--- src/rtl/adr_pkg.sv ---
// Shared constants, carriers and word mapping for the dual avionics receiver
package adr_pkg;
    // Option register: host data lines 14..4 land in bits 10..0
    localparam int OPT_W = 11;
    localparam int OPT_LSB = 4;
    localparam logic [10:0] OPT_RESET = 11'h002; // Self test off after reset
    // Divide factors of the master clock
    localparam logic [6:0] TX_DIV_FAST = 7'h0A; // /10
    localparam logic [6:0] TX_DIV_SLOW = 7'h50; // /80
    localparam logic [6:0] RX_DIV_FAST = 7'h01; // Sample at master rate
    localparam logic [6:0] RX_DIV_SLOW = 7'h08; // Sample at master / 8
    // Receiver sample counts (ten samples per data bit)
    localparam logic [4:0] RX_MIN_LEVEL = 5'h03; // Shortest accepted half bit
    localparam logic [4:0] RX_MAX_LEVEL = 5'h08; // Longest accepted data level
    localparam logic [4:0] RX_GAP_LIMIT = 5'h0F; // Null run that ends a word
    localparam logic [5:0] RX_LAST_BIT = 6'h1F;

    typedef struct packed {
        logic rx_slow;     // Receive data clock /80
        logic tx_slow;     // Transmit data clock /80
        logic even_par;    // Transmit parity sense
        logic rx2_b10;
        logic rx2_b9;
        logic rx2_filt;
        logic rx1_b10;
        logic rx1_b9;
        logic rx1_filt;
        logic self_test_n; // Low loops transmitter into receivers
        logic par_ins;     // Parity insert enable
    } adr_opt_t;

    // Two rails of a three-level line: one/zero both low means null
    typedef struct packed {
        logic one;
        logic zero;
    } adr_line_t;

    // Pin inputs other than clock, reset_i and the transmitter rails, passed through the synchroniser as one vector
    typedef struct packed {
        logic [15:0] data;
        logic strobe;
        logic en1_n;
        logic en2_n;
        logic sel;
        adr_line_t rx1;
        adr_line_t rx2;
        logic pl1_n;
        logic pl2_n;
        logic b32_ctl_n;
        logic mr_n;
    } adr_pin_t;

    // First half: w[k-1] holds word bit k
    function automatic logic [15:0] adr_half1(input logic [31:0] w);
        logic [15:0] h;
        h[15:11] = w[12:8];
        h[10] = w[30];
        h[9] = w[29];
        h[8] = w[31];
        for (int i = 0; i < 8; i++) begin
            h[7 - i] = w[i];
        end
        return h;
    endfunction

    function automatic logic [15:0] adr_half2(input logic [31:0] w);
        return w[28:13];
    endfunction

    // Rebuild a word from its two halves
    function automatic logic [31:0] adr_join(input logic [15:0] h1, input logic [15:0] h2);
        logic [31:0] w;
        w[12:8] = h1[15:11];
        w[30] = h1[10];
        w[29] = h1[9];
        w[31] = h1[8];
        for (int i = 0; i < 8; i++) begin
            w[i] = h1[7 - i];
        end
        w[28:13] = h2;
        return w;
    endfunction
endpackage

--- src/rtl/adr_rcv_ctl.sv ---
// Dual receiver control with option register and host half-word bus
// What this block does
// Eleven option bits latched on strobe edge
// Line 4 enables transmit parity in bit 32
// Line 5 low loops transmitter into receivers
// Receiver one filters bits 9,10 on lines 7,8
// Receiver two filters bits 9,10 on lines 10,11
// Line 12 picks odd or even parity
// Line 13 picks transmit clock /10 or /80
// Line 14 picks receive clock /10 or /80
// Transmit clock output is divided master clock
// Receivers sample ten times the data rate
// Words pass the bus as two halves
// Fixed bit mapping for first and second half
// Word bit 1 goes first
// Illegal line level discards the word
// Received bit 32 shows parity check result
// Complete matching word sets ready flag low
// Ready flag holds until both halves read
// Host reads half with enable and select
// Receiver one enable has priority on bus
// New word overwrites unread held word
// Host resets device with master reset low
// Bit 32 control enable is active low
// Control enable picks data or parity bit
// Halves may be read in either order
// Reset clears ready flags and partial words
// Bus driven only while an enable is low
`timescale 1ns/1ps
module adr_rcv_ctl import adr_pkg::*; (
    input wire logic clk_i,                     // Master clock
    input wire logic reset_i,                   // Synchronous reset, high
    input wire logic master_reset_n_i,          // Reset pin, low
    input wire logic [15:0] host_data_lines_i,  // Bus pins in
    output logic [15:0] host_data_lines_o,      // Bus pins out
    output logic host_data_lines_oe_o,          // Bus drive enable
    input wire logic option_strobe_i,           // Option latch strobe
    input wire logic rx_one_output_enable_n_i,  // Read receiver one
    input wire logic rx_two_output_enable_n_i,  // Read receiver two
    input wire logic half_select_i,             // 0 first half, 1 second
    input wire adr_line_t rx_one_line_in_i,     // Receiver one rails
    input wire adr_line_t rx_two_line_in_i,     // Receiver two rails
    input wire adr_line_t tx_serial_out_i,      // Transmitter rails, same clock
    input wire logic tx_first_half_load_n_i,    // Load first half
    input wire logic tx_second_half_load_n_i,   // Load second half
    input wire logic bit32_control_enable_n_i,  // Bit 32 control, low
    output logic rx_one_word_waiting_n_o,       // Receiver one ready, low
    output logic rx_two_word_waiting_n_o,       // Receiver two ready, low
    output logic tx_clk_o,                      // Transmit data clock
    output logic tx_bit_tick_o,                 // Pulse per transmit clock
    output adr_opt_t option_o,                  // Option bits to transmitter
    output logic [31:0] tx_word_o,              // Loaded word, bit 32 resolved
    output logic tx_word_loaded_o               // Pulse: second half taken
);
    adr_pin_t pin_raw, pin_m_q, pin_q, pin_p_q;
    logic rst;
    adr_opt_t opt_q, opt_d;

    // Gather pins; internal pull-up of bit 32 control is a pad matter
    assign pin_raw = '{
        data: host_data_lines_i,
        strobe: option_strobe_i,
        en1_n: rx_one_output_enable_n_i,
        en2_n: rx_two_output_enable_n_i,
        sel: half_select_i,
        rx1: rx_one_line_in_i,
        rx2: rx_two_line_in_i,
        pl1_n: tx_first_half_load_n_i,
        pl2_n: tx_second_half_load_n_i,
        b32_ctl_n: bit32_control_enable_n_i,
        mr_n: master_reset_n_i
    };

    // Two-stage synchroniser plus one history stage for edge finding
    always_ff @(posedge clk_i) begin
        if (reset_i) begin
            pin_m_q <= '1;
            pin_q <= '1;
            pin_p_q <= '1;
        end else begin
            pin_m_q <= pin_raw;
            pin_q <= pin_m_q;
            pin_p_q <= pin_q;
        end
    end

    // Either reset source clears the whole receive path
    assign rst = reset_i || !pin_q.mr_n;

    // Option latch takes the data lines on the strobe's rising edge
    always_comb begin
        opt_d = opt_q;
        if (pin_q.strobe && !pin_p_q.strobe) begin
            opt_d = adr_opt_t'(pin_q.data[OPT_LSB +: OPT_W]);
        end
    end

    always_ff @(posedge clk_i) begin
        if (rst) begin
            opt_q <= adr_opt_t'(OPT_RESET);
        end else begin
            opt_q <= opt_d;
        end
    end

    assign option_o = opt_q;

    // Dividers for the transmit data clock and receive sample strobe
    logic [6:0] tx_div, rx_div;
    logic rx_tick;

    assign tx_div = opt_q.tx_slow ? TX_DIV_SLOW : TX_DIV_FAST;
    assign rx_div = opt_q.rx_slow ? RX_DIV_SLOW : RX_DIV_FAST;

    adr_div #(.W(7)) u_tx_div (
        .clk_i(clk_i),
        .reset_i(rst),
        .div_i(tx_div),
        .tick_o(tx_bit_tick_o),
        .clk_o(tx_clk_o)
    );

    adr_div #(.W(7)) u_rx_div (
        .clk_i(clk_i),
        .reset_i(rst),
        .div_i(rx_div),
        .tick_o(rx_tick),
        .clk_o()
    );

    // Self test feeds both receivers from the transmitter rails
    adr_line_t rx1_src, rx2_src;

    always_comb begin
        rx1_src = pin_q.rx1;
        rx2_src = pin_q.rx2;
        if (!opt_q.self_test_n) begin
            rx1_src = tx_serial_out_i;
            rx2_src = tx_serial_out_i;
        end
    end

    logic acc1, acc2;
    logic [31:0] word1, word2;

    adr_rx u_rx1 (
        .clk_i(clk_i),
        .reset_i(rst),
        .tick_i(rx_tick),
        .line_i(rx1_src),
        .filt_i(opt_q.rx1_filt),
        .match_i({opt_q.rx1_b10, opt_q.rx1_b9}),
        .accept_o(acc1),
        .word_o(word1)
    );

    adr_rx u_rx2 (
        .clk_i(clk_i),
        .reset_i(rst),
        .tick_i(rx_tick),
        .line_i(rx2_src),
        .filt_i(opt_q.rx2_filt),
        .match_i({opt_q.rx2_b10, opt_q.rx2_b9}),
        .accept_o(acc2),
        .word_o(word2)
    );

    // Held words, ready flags and per-half read marks
    logic [31:0] held1_q, held1_d, held2_q, held2_d;
    logic rdy1_q, rdy1_d, rdy2_q, rdy2_d;
    logic [1:0] rd1_q, rd1_d, rd2_q, rd2_d;
    logic sel1_q, sel1_d, sel2_q, sel2_d;
    logic act1, act2, done1, done2;

    // Receiver two only counts as read while receiver one is idle
    assign act1 = !pin_q.en1_n;
    assign act2 = !pin_q.en2_n && pin_q.en1_n;
    assign done1 = pin_q.en1_n && !pin_p_q.en1_n;
    assign done2 = pin_q.en2_n && !pin_p_q.en2_n && pin_p_q.en1_n; // Rise of an active read two

    // A half counts as read when its enable rises; new word wins over clear
    always_comb begin
        held1_d = held1_q;
        held2_d = held2_q;
        rdy1_d = rdy1_q;
        rdy2_d = rdy2_q;
        rd1_d = rd1_q;
        rd2_d = rd2_q;
        sel1_d = act1 ? pin_q.sel : sel1_q;
        sel2_d = act2 ? pin_q.sel : sel2_q;
        if (done1 && rdy1_q) begin
            rd1_d[sel1_q] = 1'b1;
        end
        if (done2 && rdy2_q) begin
            rd2_d[sel2_q] = 1'b1;
        end
        if (rd1_d == 2'b11) begin
            rdy1_d = 1'b0;
            rd1_d = '0;
        end
        if (rd2_d == 2'b11) begin
            rdy2_d = 1'b0;
            rd2_d = '0;
        end
        if (acc1) begin
            held1_d = word1;
            rdy1_d = 1'b1;
            rd1_d = '0;
        end
        if (acc2) begin
            held2_d = word2;
            rdy2_d = 1'b1;
            rd2_d = '0;
        end
    end

    always_ff @(posedge clk_i) begin
        if (rst) begin
            held1_q <= '0;
            held2_q <= '0;
            rdy1_q <= 1'b0;
            rdy2_q <= 1'b0;
            rd1_q <= '0;
            rd2_q <= '0;
            sel1_q <= 1'b0;
            sel2_q <= 1'b0;
        end else begin
            held1_q <= held1_d;
            held2_q <= held2_d;
            rdy1_q <= rdy1_d;
            rdy2_q <= rdy2_d;
            rd1_q <= rd1_d;
            rd2_q <= rd2_d;
            sel1_q <= sel1_d;
            sel2_q <= sel2_d;
        end
    end

    assign rx_one_word_waiting_n_o = !rdy1_q;
    assign rx_two_word_waiting_n_o = !rdy2_q;

    // Bus output: data and enable both registered from synchronised pins
    logic [15:0] bus_q, bus_d;
    logic oe_q, oe_d;
    logic [31:0] rd_word;

    always_comb begin
        rd_word = act1 ? held1_q : held2_q;
        bus_d = pin_q.sel ? adr_half2(rd_word) : adr_half1(rd_word);
        oe_d = act1 || act2;
    end

    always_ff @(posedge clk_i) begin
        if (rst) begin
            bus_q <= '0;
            oe_q <= 1'b0;
        end else begin
            bus_q <= bus_d;
            oe_q <= oe_d;
        end
    end

    assign host_data_lines_o = bus_q;
    assign host_data_lines_oe_o = oe_q;

    // Transmit word assembly from two half loads, first half first
    logic [15:0] h1_q, h1_d;
    logic h1_ok_q, h1_ok_d;
    logic [31:0] txw_q, txw_d, joined;
    logic txl_q, txl_d, par_bit, use_par;

    always_comb begin
        h1_d = h1_q;
        h1_ok_d = h1_ok_q;
        txw_d = txw_q;
        txl_d = 1'b0;
        joined = adr_join(h1_q, pin_q.data);
        par_bit = opt_q.even_par ? ^joined[30:0] : ~(^joined[30:0]);
        use_par = pin_q.b32_ctl_n || opt_q.par_ins;
        if (!pin_q.pl1_n && pin_p_q.pl1_n) begin
            h1_d = pin_q.data;
            h1_ok_d = 1'b1;
        end else if (!pin_q.pl2_n && pin_p_q.pl2_n && h1_ok_q) begin
            h1_ok_d = 1'b0;
            txw_d = {use_par ? par_bit : joined[31], joined[30:0]};
            txl_d = 1'b1;
        end
    end

    always_ff @(posedge clk_i) begin
        if (rst) begin
            h1_q <= '0;
            h1_ok_q <= 1'b0;
            txw_q <= '0;
            txl_q <= 1'b0;
        end else begin
            h1_q <= h1_d;
            h1_ok_q <= h1_ok_d;
            txw_q <= txw_d;
            txl_q <= txl_d;
        end
    end

    assign tx_word_o = txw_q;
    assign tx_word_loaded_o = txl_q;
endmodule

--- src/rtl/adr_div.sv ---
// Programmable master clock divider with tick and square wave outputs
`timescale 1ns/1ps
module adr_div import adr_pkg::*; #(
    parameter int W = 7
) (
    input wire logic clk_i,           // Master clock
    input wire logic reset_i,         // Synchronous reset
    input wire logic [W-1:0] div_i,   // Divide factor, at least 1
    output logic tick_o,              // One cycle per period
    output logic clk_o                // High for first half of period
);
    if (W < 2) begin : g_chk
        $error("adr_div needs W of at least 2");
    end

    logic [W-1:0] cnt_q, cnt_d;
    logic clk_q, clk_d;

    // Count wraps at div-1; a changed factor takes effect at once
    always_comb begin
        cnt_d = (cnt_q >= div_i - W'(1)) ? '0 : cnt_q + W'(1);
        clk_d = (cnt_d < (div_i >> 1)) || (div_i == W'(1));
    end

    always_ff @(posedge clk_i) begin
        if (reset_i) begin
            cnt_q <= '0;
            clk_q <= 1'b0;
        end else begin
            cnt_q <= cnt_d;
            clk_q <= clk_d;
        end
    end

    assign tick_o = (cnt_q == '0);
    assign clk_o = clk_q;
endmodule

--- src/rtl/adr_rx.sv ---
// One serial receiver: level checking, bit assembly, parity and label filter
`timescale 1ns/1ps
module adr_rx import adr_pkg::*; (
    input wire logic clk_i,          // Master clock
    input wire logic reset_i,        // Synchronous reset, drops partial word
    input wire logic tick_i,         // Sample strobe, ten per data bit
    input wire adr_line_t line_i,    // Synchronised line rails
    input wire logic filt_i,         // Label filter enable
    input wire logic [1:0] match_i,  // Wanted {bit10, bit9}
    output logic accept_o,           // Pulse: word accepted
    output logic [31:0] word_o       // Last complete word
);
    typedef enum logic [1:0] {LV_NULL, LV_ONE, LV_ZERO} adr_lvl_t;

    adr_lvl_t lvl_q, lvl_d, cur;
    logic [4:0] run_q, run_d;
    logic [5:0] cnt_q, cnt_d;
    logic [31:0] sh_q, sh_d, word_q, word_d, full;
    logic acc_q, acc_d, bad;

    // Classify line; both rails active is outside every legal level
    always_comb begin
        bad = line_i.one && line_i.zero;
        cur = line_i.one ? LV_ONE : (line_i.zero ? LV_ZERO : LV_NULL);
    end

    // Bit assembly, first received bit lands in bit 0
    always_comb begin
        lvl_d = lvl_q;
        run_d = run_q;
        cnt_d = cnt_q;
        sh_d = sh_q;
        word_d = word_q;
        acc_d = 1'b0;
        full = sh_q;
        full[cnt_q[4:0]] = (lvl_q == LV_ONE);
        if (tick_i) begin
            if (bad) begin
                cnt_d = '0;
                run_d = '0;
                lvl_d = LV_NULL;
            end else if (cur == lvl_q) begin
                run_d = (run_q == 5'h1F) ? run_q : run_q + 5'h01;
                if (lvl_q != LV_NULL && run_q >= RX_MAX_LEVEL) begin
                    cnt_d = '0;
                end
                if (lvl_q == LV_NULL && run_q >= RX_GAP_LIMIT) begin
                    cnt_d = '0;
                end
            end else begin
                run_d = '0;
                lvl_d = cur;
                case (lvl_q)
                    LV_NULL: begin
                        if (run_q < RX_MIN_LEVEL - 5'h01 && cnt_q != '0) begin
                            cnt_d = '0;
                        end
                    end
                    LV_ONE, LV_ZERO: begin
                        if (cur != LV_NULL || run_q < RX_MIN_LEVEL - 5'h01) begin
                            cnt_d = '0;
                        end else if (cnt_q == RX_LAST_BIT) begin
                            cnt_d = '0;
                            word_d = {~(^full), full[30:0]};
                            acc_d = !filt_i || (full[9:8] == match_i);
                        end else begin
                            sh_d = full;
                            cnt_d = cnt_q + 6'h01;
                        end
                    end
                    default: begin
                        cnt_d = '0;
                    end
                endcase
            end
        end
    end

    always_ff @(posedge clk_i) begin
        if (reset_i) begin
            lvl_q <= LV_NULL;
            run_q <= '0;
            cnt_q <= '0;
            sh_q <= '0;
            word_q <= '0;
            acc_q <= 1'b0;
        end else begin
            lvl_q <= lvl_d;
            run_q <= run_d;
            cnt_q <= cnt_d;
            sh_q <= sh_d;
            word_q <= word_d;
            acc_q <= acc_d;
        end
    end

    assign accept_o = acc_q;
    assign word_o = word_q;
endmodule

--- config.mk ---
export PLATFORM = sky130hd
export DESIGN_NAME = adr_rcv_ctl
export DESIGN_NICKNAME = d
export VERILOG_FILES = /design/src/rtl/adr_pkg.sv /design/src/rtl/adr_rcv_ctl.sv /design/src/rtl/adr_div.sv /design/src/rtl/adr_rx.sv
export SDC_FILE = /design/constraint.sdc
export NUM_CORES = 1
export LEC_CHECK = 0
export BUFFER_PORTS_ARGS = -buffer_cell sky130_fd_sc_hd__buf_4
export CORE_MARGIN = 2
export CORE_UTILIZATION = 65
export DETAILED_ROUTE_END_ITERATION = 10
export GPL_TIMING_DRIVEN = 1
export PLACE_DENSITY = 0.83
export SLEW_MARGIN = 10
export SYNTH_ARGS = -nofsm -noshare
export SYNTH_HDL_FRONTEND = slang
export SYNTH_SLANG_ARGS = --single-unit
--- constraint.sdc ---
create_clock -name clk_i -period 4.85 [get_ports clk_i]
set_clock_uncertainty 0.2 [all_clocks]
set_input_delay 0.7275 -clock clk_i [delete_from_list [all_inputs] [get_ports clk_i]]
set_output_delay 0.7275 -clock clk_i [all_outputs]
set_load 0.005 [all_outputs]
== Yosys cells after proc, flatten, opt, wreduce, memory -nomap -nowiden ==
Cells that the tools add are included.
Widths: inputs -> output; s select.

* Add/sub/neg operators: 8
* Reductions and logical operators: 77
* Shift operators: 0
* Div/mod/pow operators: 0
* Multiply operators: 0
* Equality and inequality tests: 23
* Bitwise gates (word level): 17
* Magnitude comparators: 17
* Muxes and demuxes: 58

{| class="wikitable"
|+ Operators by type and width
! cell !! number
|-
| $mux 6 || 14
|-
| $bwmux 32 || 2
|-
| $reduce_xor 32->1 || 2
|-
| $mux 32 || 1
|-
| $reduce_xor 31->1 || 1
|-
| $mux 5 || 6
|-
| $mux 2 || 12
|-
| $pmux 6 s2 || 2
|-
| $reduce_and 6->1 || 4
|-
| $logic_and 1x1->1 || 22
|-
| $ge 5x4->1 const B || 4
|-
| $mux 16 || 1
|-
| $not 1->1 || 15
|-
| $add 7x1->7 const B || 2
|-
| $ge 7x7->1 || 2
|-
| $logic_not 7->1 || 2
|-
| $mux 7 || 2
|-
| $reduce_bool 2->1 || 7
|-
| $reduce_or 7->1 || 2
|-
| $mux 1 || 13
|-
| $add 6x1->6 const B || 2
|-
| $eq 6x5->1 const B || 2
|-
| $logic_not 1->1 || 12
|-
| $lt 5x6->1 const B || 2
|-
| 28 further kinds || 66
|}

* Memories kept: 0
* Bits in registers: 382
* Logic and storage cells: 271
* RAM bits: 0
* Memory bits (read-only): 0
* Latch bits: 0

== Depth between registers and ports, before layout ==
Gate-level depths: netlist (run 1).

* Depth in word-level cells: 9
* Depth in mapped cells: 12

== Cells and area by module ==
Synthesis (run 1) repeated with hierarchy kept, for this count alone.

* Cells, all modules: 1820
* Area, all modules: 17192.7 um2

{| class="wikitable"
|+ By module, submodules not included
! module !! seq. area each (um2) !! times used !! area each (um2) !! cells each
|-
| adr_rcv_ctl || 4224.1 || 1 || 7477.2 || 747
|-
| adr_rx at u_rx2 || 1561.5 || 1 || 4105.2 || 445
|-
| adr_rx at u_rx1 || 1561.5 || 1 || 4081.4 || 446
|-
| adr_div || 160.2 || 2 || 764.5 || 91
|}

== Worst setup path before layout (run 1) ==
OpenSTA, ideal clock, no wires.

* Path kind: reg-to-reg
* Start point: register opt_q, in the netlist option_o[9]
* End point: register u_tx_div.clk_q, in the netlist u_tx_div.clk_o
* Required time: 4535 ps
* Library setup time: 115 ps
* Data arrival time: 2791 ps
* Path slack: 1744 ps
* Cell stages (with the launch flop): 13
* Clock period less this slack: 3106 ps
* Cells stage by stage: dfxtp_1 > inv_1 > ha_1 > a21o_1 > a21o_1 > a211o_1 > a21o_1 > clkbuf_1 > nor2_1 > ha_1 > a21o_1 > a211o_1 > a2111oi_0

* Word-level cells in the longest chain between the ends: 6
* Elaborated cells on any way between the ends: 7
* Those cells by class: add/sub (1); order compare (2); eq/ne (1); mux (2); reduce/logical (1)

{| class="wikitable"
|+ Ends and longest elaborated chain
! item !! line !! text
|-
| start, declared || adr_rcv_ctl.sv:57 || <nowiki>adr_opt_t opt_q, opt_d;</nowiki>
|-
| start signal, assigned || adr_rcv_ctl.sv:100 || <nowiki>opt_q <= adr_opt_t'(OPT_RESET);</nowiki>
|-
| start signal, assigned || adr_rcv_ctl.sv:102 || <nowiki>opt_q <= opt_d;</nowiki>
|-
| $mux 7 || adr_rcv_ctl.sv:112 || <nowiki>assign tx_div = opt_q.tx_slow ? TX_DIV_SLOW : TX_DIV_FAST;</nowiki>
|-
| $sub 7x1->7 || adr_div.sv:21 || <nowiki>cnt_d = (cnt_q >= div_i - W'(1)) ? '0 : cnt_q + W'(1);</nowiki>
|-
| $ge 7x7->1 || adr_div.sv:21 ||
|-
| $mux 7 || adr_div.sv:21 ||
|-
| net u_tx_div.cnt_d[2] || adr_div.sv:16 || <nowiki>logic [W-1:0] cnt_q, cnt_d;</nowiki>
|-
| $lt 7x6->1 || adr_div.sv:22 || <nowiki>clk_d = (cnt_d < (div_i >> 1)) || (div_i == W'(1));</nowiki>
|-
| $logic_or 1x1->1 || adr_div.sv:22 ||
|-
| end signal, assigned || adr_div.sv:31 || <nowiki>clk_q <= clk_d;</nowiki>
|-
| end, declared || adr_div.sv:17 || <nowiki>logic clk_q, clk_d;</nowiki>
|}

The timed path passes the listed nets, and every way through them passes these cells.
A chain may end at the register's enable or synchronous reset.

== Worst setup path in the final report (run 1) ==
* Start point: register opt_q, in the netlist option_o[1]
* End point: register u_rx2.sh_q[11]

* Word-level cells in the longest chain between the ends: 7
* Elaborated cells on any way between the ends: 11
* Those cells by class: eq/ne (1); mux (3); bitwise (3); reduce/logical (4)

{| class="wikitable"
|+ Ends and longest elaborated chain
! item !! line !! text
|-
| $mux 2 (*) || adr_rcv_ctl.sv:137 || <nowiki>if (!opt_q.self_test_n) begin</nowiki>
|-
| $mux 2 (2 in series) || adr_rx.sv:24 || <nowiki>cur = line_i.one ? LV_ONE : (line_i.zero ? LV_ZERO : LV_NULL);</nowiki>
|-
| $reduce_bool 2->1 || adr_rx.sv:60 || <nowiki>if (cur != LV_NULL || run_q < RX_MIN_LEVEL - 5'h01) begin</nowiki>
|-
| $logic_or 1x1->1 || adr_rx.sv:60 ||
|-
| $not 1->1 (no source line) || - ||
|-
| $reduce_and 6->1 (no source line) (*) || - ||
|-
| end signal, assigned || adr_rx.sv:84 || <nowiki>sh_q <= '0;</nowiki>
|-
| end signal, assigned || adr_rx.sv:91 || <nowiki>sh_q <= sh_d;</nowiki>
|-
| end, declared || adr_rx.sv:18 || <nowiki>logic [31:0] sh_q, sh_d, word_q, word_d, full;</nowiki>
|}

Every way passes the cells marked *; elsewhere a longest branch is shown, timed or not.

==> reports/metrics.yaml, run 1 <==
status: "complete, no violations"
core_area_um2: 24300
first_iter_violations: 859
htree_levels: 2
cp-end-kind: "flop"
wl_per_cell_um: 17.0
hold_buffers: 0
vias: 11921
wirelength_um: 35400
num_rows: 57
grt_pass1_wl_um: 58400
avgSynthCellArea_um2: 9.46
r2r.worst_path.cells: 7
die-width_um: 161
setup_ws_ns: 1.47
cts_root_buffer: "clkbuf_16"
synth_area_leaders: "dfxtp_1 (47%), mux2i_1 (8.7%), a211oi_1 (5.7%)"
fillers: 1675
via_per_inst: 5.72
postCtsSetupBuffers: 0
cts_resized: 0
dp_hpwl_um: 22900
yosysMostFrequentCell: "dfxtp_1"
die_h_um: 161
cts-buffers-inserted: 38
relSlewSlack_pct: 23.2
synth_commonest_cells: "dfxtp_1 (382), nor2_1 (240), mux2i_1 (140), nand2_1 (140), a211oi_1 (123)"
p_leak_nw: 6.54
max_freq_mhz: 296
syn_inst: 1705
overflow: 0
final_util_pct: 74.9
grt_max_degree: 100
start_util_pct: 66.3
ys_seq_elements: 382
crit_type: "flop to flop"
yosysWarnings: 0
period_needed_ns: 3.38
place_ws_ns: 1.32
synth_cell_types: 64
crit_fanout: 34
route.detailed.drc: 0
grt_pass1_vias: 11420
synth.largest_area_cell: "dfxtp_1"
drive_gt1_share_pct: 15.0
dieArea_um2: 26100
grt_usage_pct: 27.1
ios: 97
grt_antenna_before_repair: 0
ant_nets: 0
gp_congestion: 0.781
grt_setup_unrepaired: "no"
nets: 1796
drtPass1Iterations: 5
hold_violations: 0
synth_ff_type: "dfxtp_1"
required_ns: 5.06
clk_latency_ns: 0.51
holdPathStages: 2
drv_slew: 0
whs_ns: 0.195
clockBufferDepth: 3
synth-edff-count: 0
worst_pin_slew_ns: 1.15
setup_viol: 0
async_flop_share_pct: 0
clock-sinks: 382
start_kind: "flop"
vdd_drop_max_uv: 299
fin_tns_setup_ns: 0
seq_area_frac_synth_pct: 47.4
synthToLayoutAreaGrowth_pct: 13.0
path_clk_slew_ns: 0.06
place.port_buffers: 96
antenna_cells: 0
yosysTopAreaCellShare_pct: 47.4
critPathArrivalTime_ns: 3.59
post-route-period-util_pct: 69.7
maxCapViolCount: 0
power_density_nw_per_um2: 358
hold_path_class: "input port to flop"
netlist_area_um2: 16100
cts_tree: "done"
==> through the flow <==
stage	total power, mW	cell area (um^2)	instances
after CTS	6.55	18200	2083
after detailed placement	3.53	16900	2017
final	6.51	18200	2083
after floorplan	3.45	16100	1707
after global routing	6.71	18200	2083
after global placement	3.52	16900	2017
==> state kept, by name, indices dropped and copies added (netlist names), 6 cells and up <==
signal and cells:
held1_q 32, held2_q 32, tx_word_o 32, u_rx1.sh_q 32
u_rx1.word_o 32, u_rx2.sh_q 32, u_rx2.word_o 32, pin_m_q 28
h1_q 16, host_data_lines_o 16, joined 16, pin_q 12
option_o 11, u_rx_div.cnt_q 7, u_tx_div.cnt_q 7, u_rx1.cnt_q 6
u_rx2.cnt_q 6
==> worst max-delay path, stage by stage (launching register included) <==
cell      delay, ns
dfxtp_1        0.53
mux2_2         0.43
or4_1          0.67
nand2b_4       0.24
nor2_4         0.47
buf_4          0.42
nor2_1         0.07
a211oi_1       0.24
==> placed cells by master, fill, tap and decap left out, types with 9 or more instances in the layout <==
| cell | synthesis | routed |
|---|---|---|
| a211oi_1 | 123 | 123 |
| a21oi_1 | 95 | 95 |
| and2_1 | 18 | 18 |
| buf_4 | 5 | 111 |
| clkbuf_1 | 87 | 9 |
| clkbuf_16 | 0 | 41 |
| dfxtp_1 | 382 | 380 |
| ha_1 | 31 | 31 |
| inv_1 | 26 | 26 |
| mux2i_1 | 140 | 140 |
| mux4_2 | 16 | 16 |
| nand2_1 | 140 | 140 |
| nand3_1 | 16 | 15 |
| nand4_1 | 9 | 9 |
| nand4b_1 | 20 | 20 |
| nor2_1 | 240 | 240 |
| nor2b_1 | 11 | 11 |
| nor3_1 | 13 | 12 |
| nor4bb_1 | 20 | 20 |
| o21ai_0 | 20 | 20 |
| or2_2 | 62 | 62 |
| xnor2_1 | 87 | 87 |
| xor2_1 | 18 | 18 |
==> logic make-up (layout without fill, tap and decap cells) <==
family | Yosys count | in the layout | share of synthesized area [%]
XOR/XNOR | 106 | 106 | 5.84
AND/OR/NAND/NOR | 606 | 606 | 18.6
multiplexers | 159 | 159 | 11.1
AO/OA/AOI/OAI | 267 | 267 | 10.7
adder cells (fa/ha/maj) | 31 | 31 | 2.41
other | 1 | 3 | 0.0233
flip-flops | 382 | 382 | 47.4
buffers and inverters | 153 | 205 | 3.87
==> final timing paths <==
| path | start | end | slack (ns) |
|---|---|---|---|
| setup / recovery | option_o[1]$_SDFFE_PP1P_ | u_rx2.sh_q[11]$_SDFFE_PP0P_ | 1.47 |
| hold / removal | host_data_lines_i[2] | pin_m_q[14]$_SDFF_PP1_ | 0.20 |
| setup reg to reg | option_o[1]$_SDFFE_PP1P_ | u_rx2.sh_q[11]$_SDFFE_PP0P_ | 1.47 |
| hold reg to reg | pin_m_q[9]$_SDFF_PP1_ | pin_q[9]$_SDFF_PP1_ | 0.21 |
==> routing by layer <==
layer	share of wire [%]	track usage (%)	vias to the layer above
li1	-	-	5926
met1	46	37.5	5692
met2	48	44.9	244
met3	3.7	3.83	59
met4	1.9	7.14	0
met5	0	0	-
==> report_power, final <==
group	switching (mW)	total, mW	internal (mW)
sequential	0.0303	3.21	3.18
clock	1.19	3.06	1.87
combinational	0.141	0.253	0.112
==> final cells by class <==
type,instances,area (um^2),share of cell area [%]
clock buffers,54,1110,6.12
clock inverters,12,190,1.04
inverters,26,97.6,0.536
multi-input cells,1172,7890,43.3
flip-flops and latches,382,7650,42.0
well taps,324,405,2.23
repair buffers,113,873,4.79
Note: power is estimated with default switching activity, not from simulation.
==> inputs of run 2 (changes only) <==
CORE_UTILIZATION = 61   (was 65)
PLACE_DENSITY = 0.79   (was 0.83)
clock period = 3.15 ns   (was 4.85 ns; I/O delays follow)
==> reports/metrics.yaml, run 2 (same netlist as run 1, synthesis figures left out) <==
status: "complete, no violations"  # unchanged
grt_setup_unrepaired: "no"  # unchanged
hold_violations: 0  # unchanged
die-width_um: 167  # was 161 um
start_util_pct: 62.0  # was 66.3%
start_kind: "flop"  # unchanged
r2r.worst_path.cells: 7  # unchanged
drive_gt1_share_pct: 18.0  # was 15.0%
postCtsSetupBuffers: 0  # unchanged
dieArea_um2: 27700  # was 26100 um^2
critPathArrivalTime_ns: 3.13  # was 3.59 ns
htree_levels: 2  # unchanged
wirelength_um: 37900  # was 35400 um
first_iter_violations: 1019  # was 859
timing.rr.end: "u_rx1.sh_q[31]$_SDFFE_PP0P_"  # was u_rx2.sh_q[11]$_SDFFE_PP0P_
path_clk_slew_ns: 0.06  # about the same
post-route-period-util_pct: 93.3  # was 69.7%
stdcell_count: 2184  # was 2083
gp_congestion: 0.852  # was 0.781
final_util_pct: 73.7  # was 74.9%
cp-end-kind: "flop"  # unchanged
maxCapViolCount: 0  # unchanged
grt_antenna_before_repair: 0  # unchanged
wl_per_cell_um: 17.3  # was 17.0 um
grt_pass1_vias: 12187  # was 11420
holdPathStages: 1  # was 2
drtPass1Iterations: 5  # unchanged
setup_ws_ns: 0.212  # was 1.47 ns
drv_slew: 0  # unchanged
layout_common_cells: "dfxtp_1 (379), nor2_1 (240), buf_4 (166)"  # was dfxtp_1 (380), nor2_1 (240), nand2_1 (140), mux2i_1 (140), a211oi_1 (123)
period_needed_ns: 2.94  # was 3.38 ns
route.detailed.drc: 0  # unchanged
fillers: 1826  # was 1675
ios: 97  # unchanged
crit_fanout: 63  # was 34
r2r-start: "option_o[1]$_SDFFE_PP1P_"  # unchanged
critical_path.endpoint: "u_rx1.sh_q[31]$_SDFFE_PP0P_"  # was u_rx2.sh_q[11]$_SDFFE_PP0P_
reg2reg_slack_ns: 0.21  # was 1.47 ns
max_freq_mhz: 340  # was 296 MHz
setup_viol: 0  # unchanged
regArea_um2: 7650  # about the same
overflow: 0  # unchanged
clock-sinks: 382  # unchanged
layout_commonest_cell: "dfxtp_1"  # unchanged
detailed_place.area_um2: 17500  # was 16900 um^2
fin_tns_setup_ns: 0  # unchanged
crit_type: "flop to flop"  # unchanged
worst_pin_slew_ns: 1.07  # was 1.15 ns
power_density_nw_per_um2: 542  # was 358 nW/um^2
required_ns: 3.34  # was 5.06 ns
synthToLayoutAreaGrowth_pct: 18.9  # was 13.0%
vias: 12475  # was 11921
multi_input_comb_area_um2: 7900  # was 7890 um^2
p_leak_nw: 7.00  # was 6.54 nW
critPathLaunch: "option_o[1]$_SDFFE_PP1P_"  # unchanged
cts_tree: "done"  # unchanged
die_h_um: 167  # was 161 um
vdd_drop_max_uv: 552  # was 299 uV
dp_hpwl_um: 24700  # was 22900 um
via_per_inst: 5.71  # was 5.72
clk_latency_ns: 0.52  # was 0.51 ns
totalPowerFinal_mw: 10.4  # was 6.51 mW
whs_ns: 0.204  # was 0.195 ns
stdcell_area_um2: 19200  # was 18200 um^2
dp_cells: 2089  # was 2017
hold_path_class: "flop to flop"  # was input port to flop
grt_max_degree: 108  # was 100
grt_usage_pct: 26.7  # was 27.1%
place_ws_ns: 0.157  # was 1.32 ns
antenna_cells: 0  # unchanged
cts_root_buffer: "clkbuf_16"  # unchanged
num_rows: 59  # was 57
ant_nets: 0  # unchanged
place.port_buffers: 96  # unchanged
relSlewSlack_pct: 28.6  # was 23.2%
core_area_um2: 26000  # was 24300 um^2
nets: 1886  # was 1796
cts-buffers-inserted: 39  # was 38
grt_pass1_wl_um: 61800  # was 58400 um
clockBufferDepth: 3  # unchanged
run 2: cell types whose count changed in the layout (fill, tap and decap cells not counted), sizes merged:
| cell | change |
|---|---|
| bufinv | +2 |
| inv | +1 |
| clkinv | -2 |
| buf | +61 |
| dlygate4sd3 | +28 |
run 2: power by group:
part | total (mW) | switching (mW) | internal [mW]
Clock | 5.01 | 1.87 | 3.13
Combinational | 0.437 | 0.233 | 0.204
Sequential | 4.93 | 0.0435 | 4.89
Total | 10.4 | 2.15 | 8.23
run 2: repair_timing:
item | in CTS | in global routing
endpoints found under the hold margin | 28 | 0
resized for setup | 0 | 5
hold buffers | 28 | 0
endpoints found under the setup margin | 0 | 2
run 2: metal layers:
layer,vias up,part of all wire (%),global-route usage (%)
li1,6104,-,-
met1,5991,45,36.1
met2,301,47,44.1
met3,79,4.6,3.64
met4,0,3.3,9.78
met5,-,0,0
run 2: critical path, cell delays in order (launching register included):
cell	delay, ns
dfxtp_1	0.45
mux2_2	0.43
or4b_1	0.73
nor3b_2	0.32
buf_12	0.29
nand4_1	0.15
mux2i_1	0.16
nor2_1	0.06
run 2: worst min-delay path by stage:
| stage | from | to | slack, ns |
|---|---|---|---|
| 2_1_floorplan | pin_m_q[12]$_SDFF_PP1_ | joined[13]$_SDFF_PP1_ | 0.19 |
| 3_3_place_gp | pin_m_q[9]$_SDFF_PP1_ | pin_q[9]$_SDFF_PP1_ | 0.19 |
| 3_5_place_dp | pin_m_q[26]$_SDFF_PP1_ | joined[27]$_SDFF_PP1_ | 0.19 |
| 4_1_cts | pin_m_q[5]$_SDFF_PP1_ | pin_q[5]$_SDFF_PP1_ | 0.21 |
| 5_1_grt | pin_m_q[5]$_SDFF_PP1_ | pin_q[5]$_SDFF_PP1_ | 0.22 |
| 6_report | pin_m_q[4]$_SDFF_PP1_ | pin_q[4]$_SDFF_PP1_ | 0.20 |
run 2: area by class of cell:
| class | count | area share, % |
|---|---|---|
| Timing Repair Buffer | 202 | 8.80 |
| Sequential cell | 382 | 39.9 |
| Multi-Input combinational cell | 1172 | 41.2 |
| Clock buffer | 54 | 6.03 |
| Inverter | 26 | 0.509 |
| Tap cell | 335 | 2.19 |
| Clock inverter | 13 | 1.31 |
==> inputs of run 3 (changes only) <==
--- a/config.mk
+++ b/config.mk
@@ -12,3 +12,3 @@
 export GPL_TIMING_DRIVEN = 1
-export PLACE_DENSITY = 0.79
+export PLACE_DENSITY = 0.8
 export SLEW_MARGIN = 10
--- a/constraint.sdc
+++ b/constraint.sdc
@@ -4,2 +4,2 @@
 set_output_delay 0.4725 -clock clk_i [all_outputs]
-set_load 0.005 [all_outputs]
+set_load 0.01 [all_outputs]
==> reports/metrics.yaml, run 3 (same netlist as run 1, synthesis figures left out) <==
postCtsSetupBuffers: 0  # unchanged
die-width_um: 167  # unchanged
p_clk_share_pct: 46.7  # was 48.3%
start_kind: "flop"  # unchanged
setup_viol: 0  # unchanged
r2r-start: "option_o[9]$_SDFFE_PP0P_"  # was option_o[1]$_SDFFE_PP1P_
first_iter_violations: 984  # was 1019
setup_ws_ns: 0.158  # was 0.212 ns
htree_levels: 2  # unchanged
layout_common_cells: "dfxtp_1 (378), nor2_1 (240), buf_4 (171)"  # was dfxtp_1 (379), nor2_1 (240), buf_4 (166)
status: "complete, no violations"  # unchanged
overflow: 0  # unchanged
cp-end-kind: "flop"  # unchanged
grt_antenna_before_repair: 0  # unchanged
layout_commonest_cell: "dfxtp_1"  # unchanged
synthToLayoutAreaGrowth_pct: 18.6  # was 18.9%
holdPathStages: 1  # unchanged
vdd_drop_max_uv: 444  # was 552 uV
critPathArrivalTime_ns: 3.21  # was 3.13 ns
start_util_pct: 62.0  # unchanged
switchingPower_mw: 2.13  # was 2.15 mW
whs_ns: 0.209  # was 0.204 ns
grt_max_degree: 135  # was 108
hold_path_class: "flop to flop"  # unchanged
dp_hpwl_um: 24200  # was 24700 um
gp_congestion: 0.826  # was 0.852
grt_setup_unrepaired: "no"  # unchanged
cts_tree: "done"  # unchanged
drive_gt1_share_pct: 18.2  # was 18.0%
p_leak_nw: 7.00  # about the same
wirelength_um: 37900  # about the same
clockBufferDepth: 3  # unchanged
grt_pass1_vias: 12121  # was 12187
core_area_um2: 26000  # unchanged
crit_type: "flop to flop"  # unchanged
grt_usage_pct: 26.6  # was 26.7%
switching_share_pct: 21.1  # was 20.7%
max_freq_mhz: 334  # was 340 MHz
holdPathEnd: "joined[19]$_SDFF_PP1_"  # was pin_q[4]$_SDFF_PP1_
via_per_inst: 5.70  # was 5.71
ant_nets: 0  # unchanged
path_clk_slew_ns: 0.06  # about the same
vias: 12483  # was 12475
r2r.worst_path.cells: 11  # was 7
required_ns: 3.37  # was 3.34 ns
drtPass1Iterations: 7  # was 5
num_rows: 59  # unchanged
maxCapViolCount: 0  # unchanged
fin_tns_setup_ns: 0  # unchanged
combPwrFrac_pct: 4.4  # was 4.2%
cts-buffers-inserted: 39  # unchanged
wl_per_cell_um: 17.3  # about the same
drv_slew: 0  # unchanged
nets: 1892  # was 1886
power_density_nw_per_um2: 528  # was 542 nW/um^2
antenna_cells: 0  # unchanged
post-route-period-util_pct: 95.0  # was 93.3%
clk_latency_ns: 0.52  # about the same
clock-sinks: 382  # unchanged
crit_fanout: 4  # was 63
hold_violations: 0  # unchanged
relSlewSlack_pct: 30.0  # was 28.6%
place.port_buffers: 96  # unchanged
reg2reg_slack_ns: 0.16  # was 0.21 ns
grt_pass1_wl_um: 61500  # was 61800 um
worst_pin_slew_ns: 1.05  # was 1.07 ns
cts_root_buffer: "clkbuf_16"  # unchanged
timing.rr.end: "u_tx_div.clk_o$_SDFF_PP0_"  # was u_rx1.sh_q[31]$_SDFFE_PP0P_
period_needed_ns: 2.99  # was 2.94 ns
dieArea_um2: 27700  # unchanged
die_h_um: 167  # unchanged
ios: 97  # unchanged
p_seq_share_pct: 48.9  # was 47.5%
internal_power_mw: 7.97  # was 8.23 mW
route.detailed.drc: 0  # unchanged
worstHoldStart: "pin_m_q[18]$_SDFF_PP1_"  # was pin_m_q[4]$_SDFF_PP1_
place_ws_ns: 0.125  # was 0.157 ns
-- run 3: cell types whose count changed in the layout (fill, tap and decap cells not counted), moves of 2 or more --
cell | before | now
buf_4 | 166 | 171
clkinv_2 | 3 | 8
clkbuf_8 | 8 | 4
bufinv_16 | 7 | 5
clkbuf_1 | 5 | 7
-- run 3: layout make-up --
class                           instances  area [um^2]
Multi-Input combinational cell       1172         7900
Sequential cell                       382         7650
Fill cell                            1817         6860
Timing Repair Buffer                  208         1740
Clock buffer                           52         1110
Tap cell                              335          419
Clock inverter                         15          205
Inverter                               26         97.6
-- run 3: layer usage --
layer | vias to the layer above | GRT usage (%) | routed length [um]
met5 | - | 0 | 0
met4 | 0 | 8.43 | 937
met3 | 69 | 3.87 | 1570
met2 | 275 | 44.7 | 18200
met1 | 6024 | 35.7 | 17200
li1 | 6115 | - | -
-- run 3: worst max-delay path by stage --
stage                                               end  slack (ns)                   startpoint  cells after the start
after floorplan               u_tx_div.clk_o$_SDFF_PP0_        0.06     option_o[9]$_SDFFE_PP0P_                     12
after global placement    u_rx1.word_o[31]$_SDFFE_PP0P_        0.18  u_rx1.cnt_q[0]$_SDFFE_PP0P_                     10
after detailed placement     u_rx1.sh_q[5]$_SDFFE_PP0P_        0.13           tx_serial_out_i[0]                      8
after CTS                     u_tx_div.clk_o$_SDFF_PP0_         0.1     option_o[9]$_SDFFE_PP0P_                     11
after global routing        u_rx2.sh_q[13]$_SDFFE_PP0P_      0.0006     option_o[1]$_SDFFE_PP1P_                      8
final                         u_tx_div.clk_o$_SDFF_PP0_        0.16     option_o[9]$_SDFFE_PP0P_                     11
-- run 3: metrics by stage --
stage / power (mW) / utilization, % / cell area [um^2] / std cells
detailed placement: 5.44 / 67.4 / 17500 / 2095
finish: 10.1 / 73.6 / 19100 / 2190
global placement: 5.44 / 67.4 / 17500 / 2095
CTS: 10.2 / 73.5 / 19100 / 2190
floorplan: 5.32 / - / 16100 / 1707
global route: 10.4 / 73.6 / 19100 / 2190
-- run 3: critical path, stage by stage, from the launching register on --
cell and delay (ns):
dfxtp_2 0.35, inv_1 0.06, ha_1 0.29, a21o_1 0.18, a21o_1 0.17, a211o_1 0.29, a21o_1 0.20, nor2_1 0.12
ha_1 0.24, a21o_1 0.16, a211o_1 0.30, a2111oi_2 0.35
-- run 3: timing repair --
| action | 4_1_cts | 5_1_grt |
|---|---|---|
| setup endpoints to repair | 0 | 3 |
| hold endpoints to repair | 28 | 0 |
| hold buffers | 28 | 0 |
| gates resized for setup | 0 | 6 |
-- run 3: power groups by stage --
stage,Combinational (mW),Clock [mW],Sequential [mW]
floorplan,0.288,0,5.03
global placement,0.400,0,5.04
detailed placement,0.405,0,5.04
CTS,0.437,4.78,4.93
global route,0.482,5.00,4.94
finish,0.445,4.72,4.93
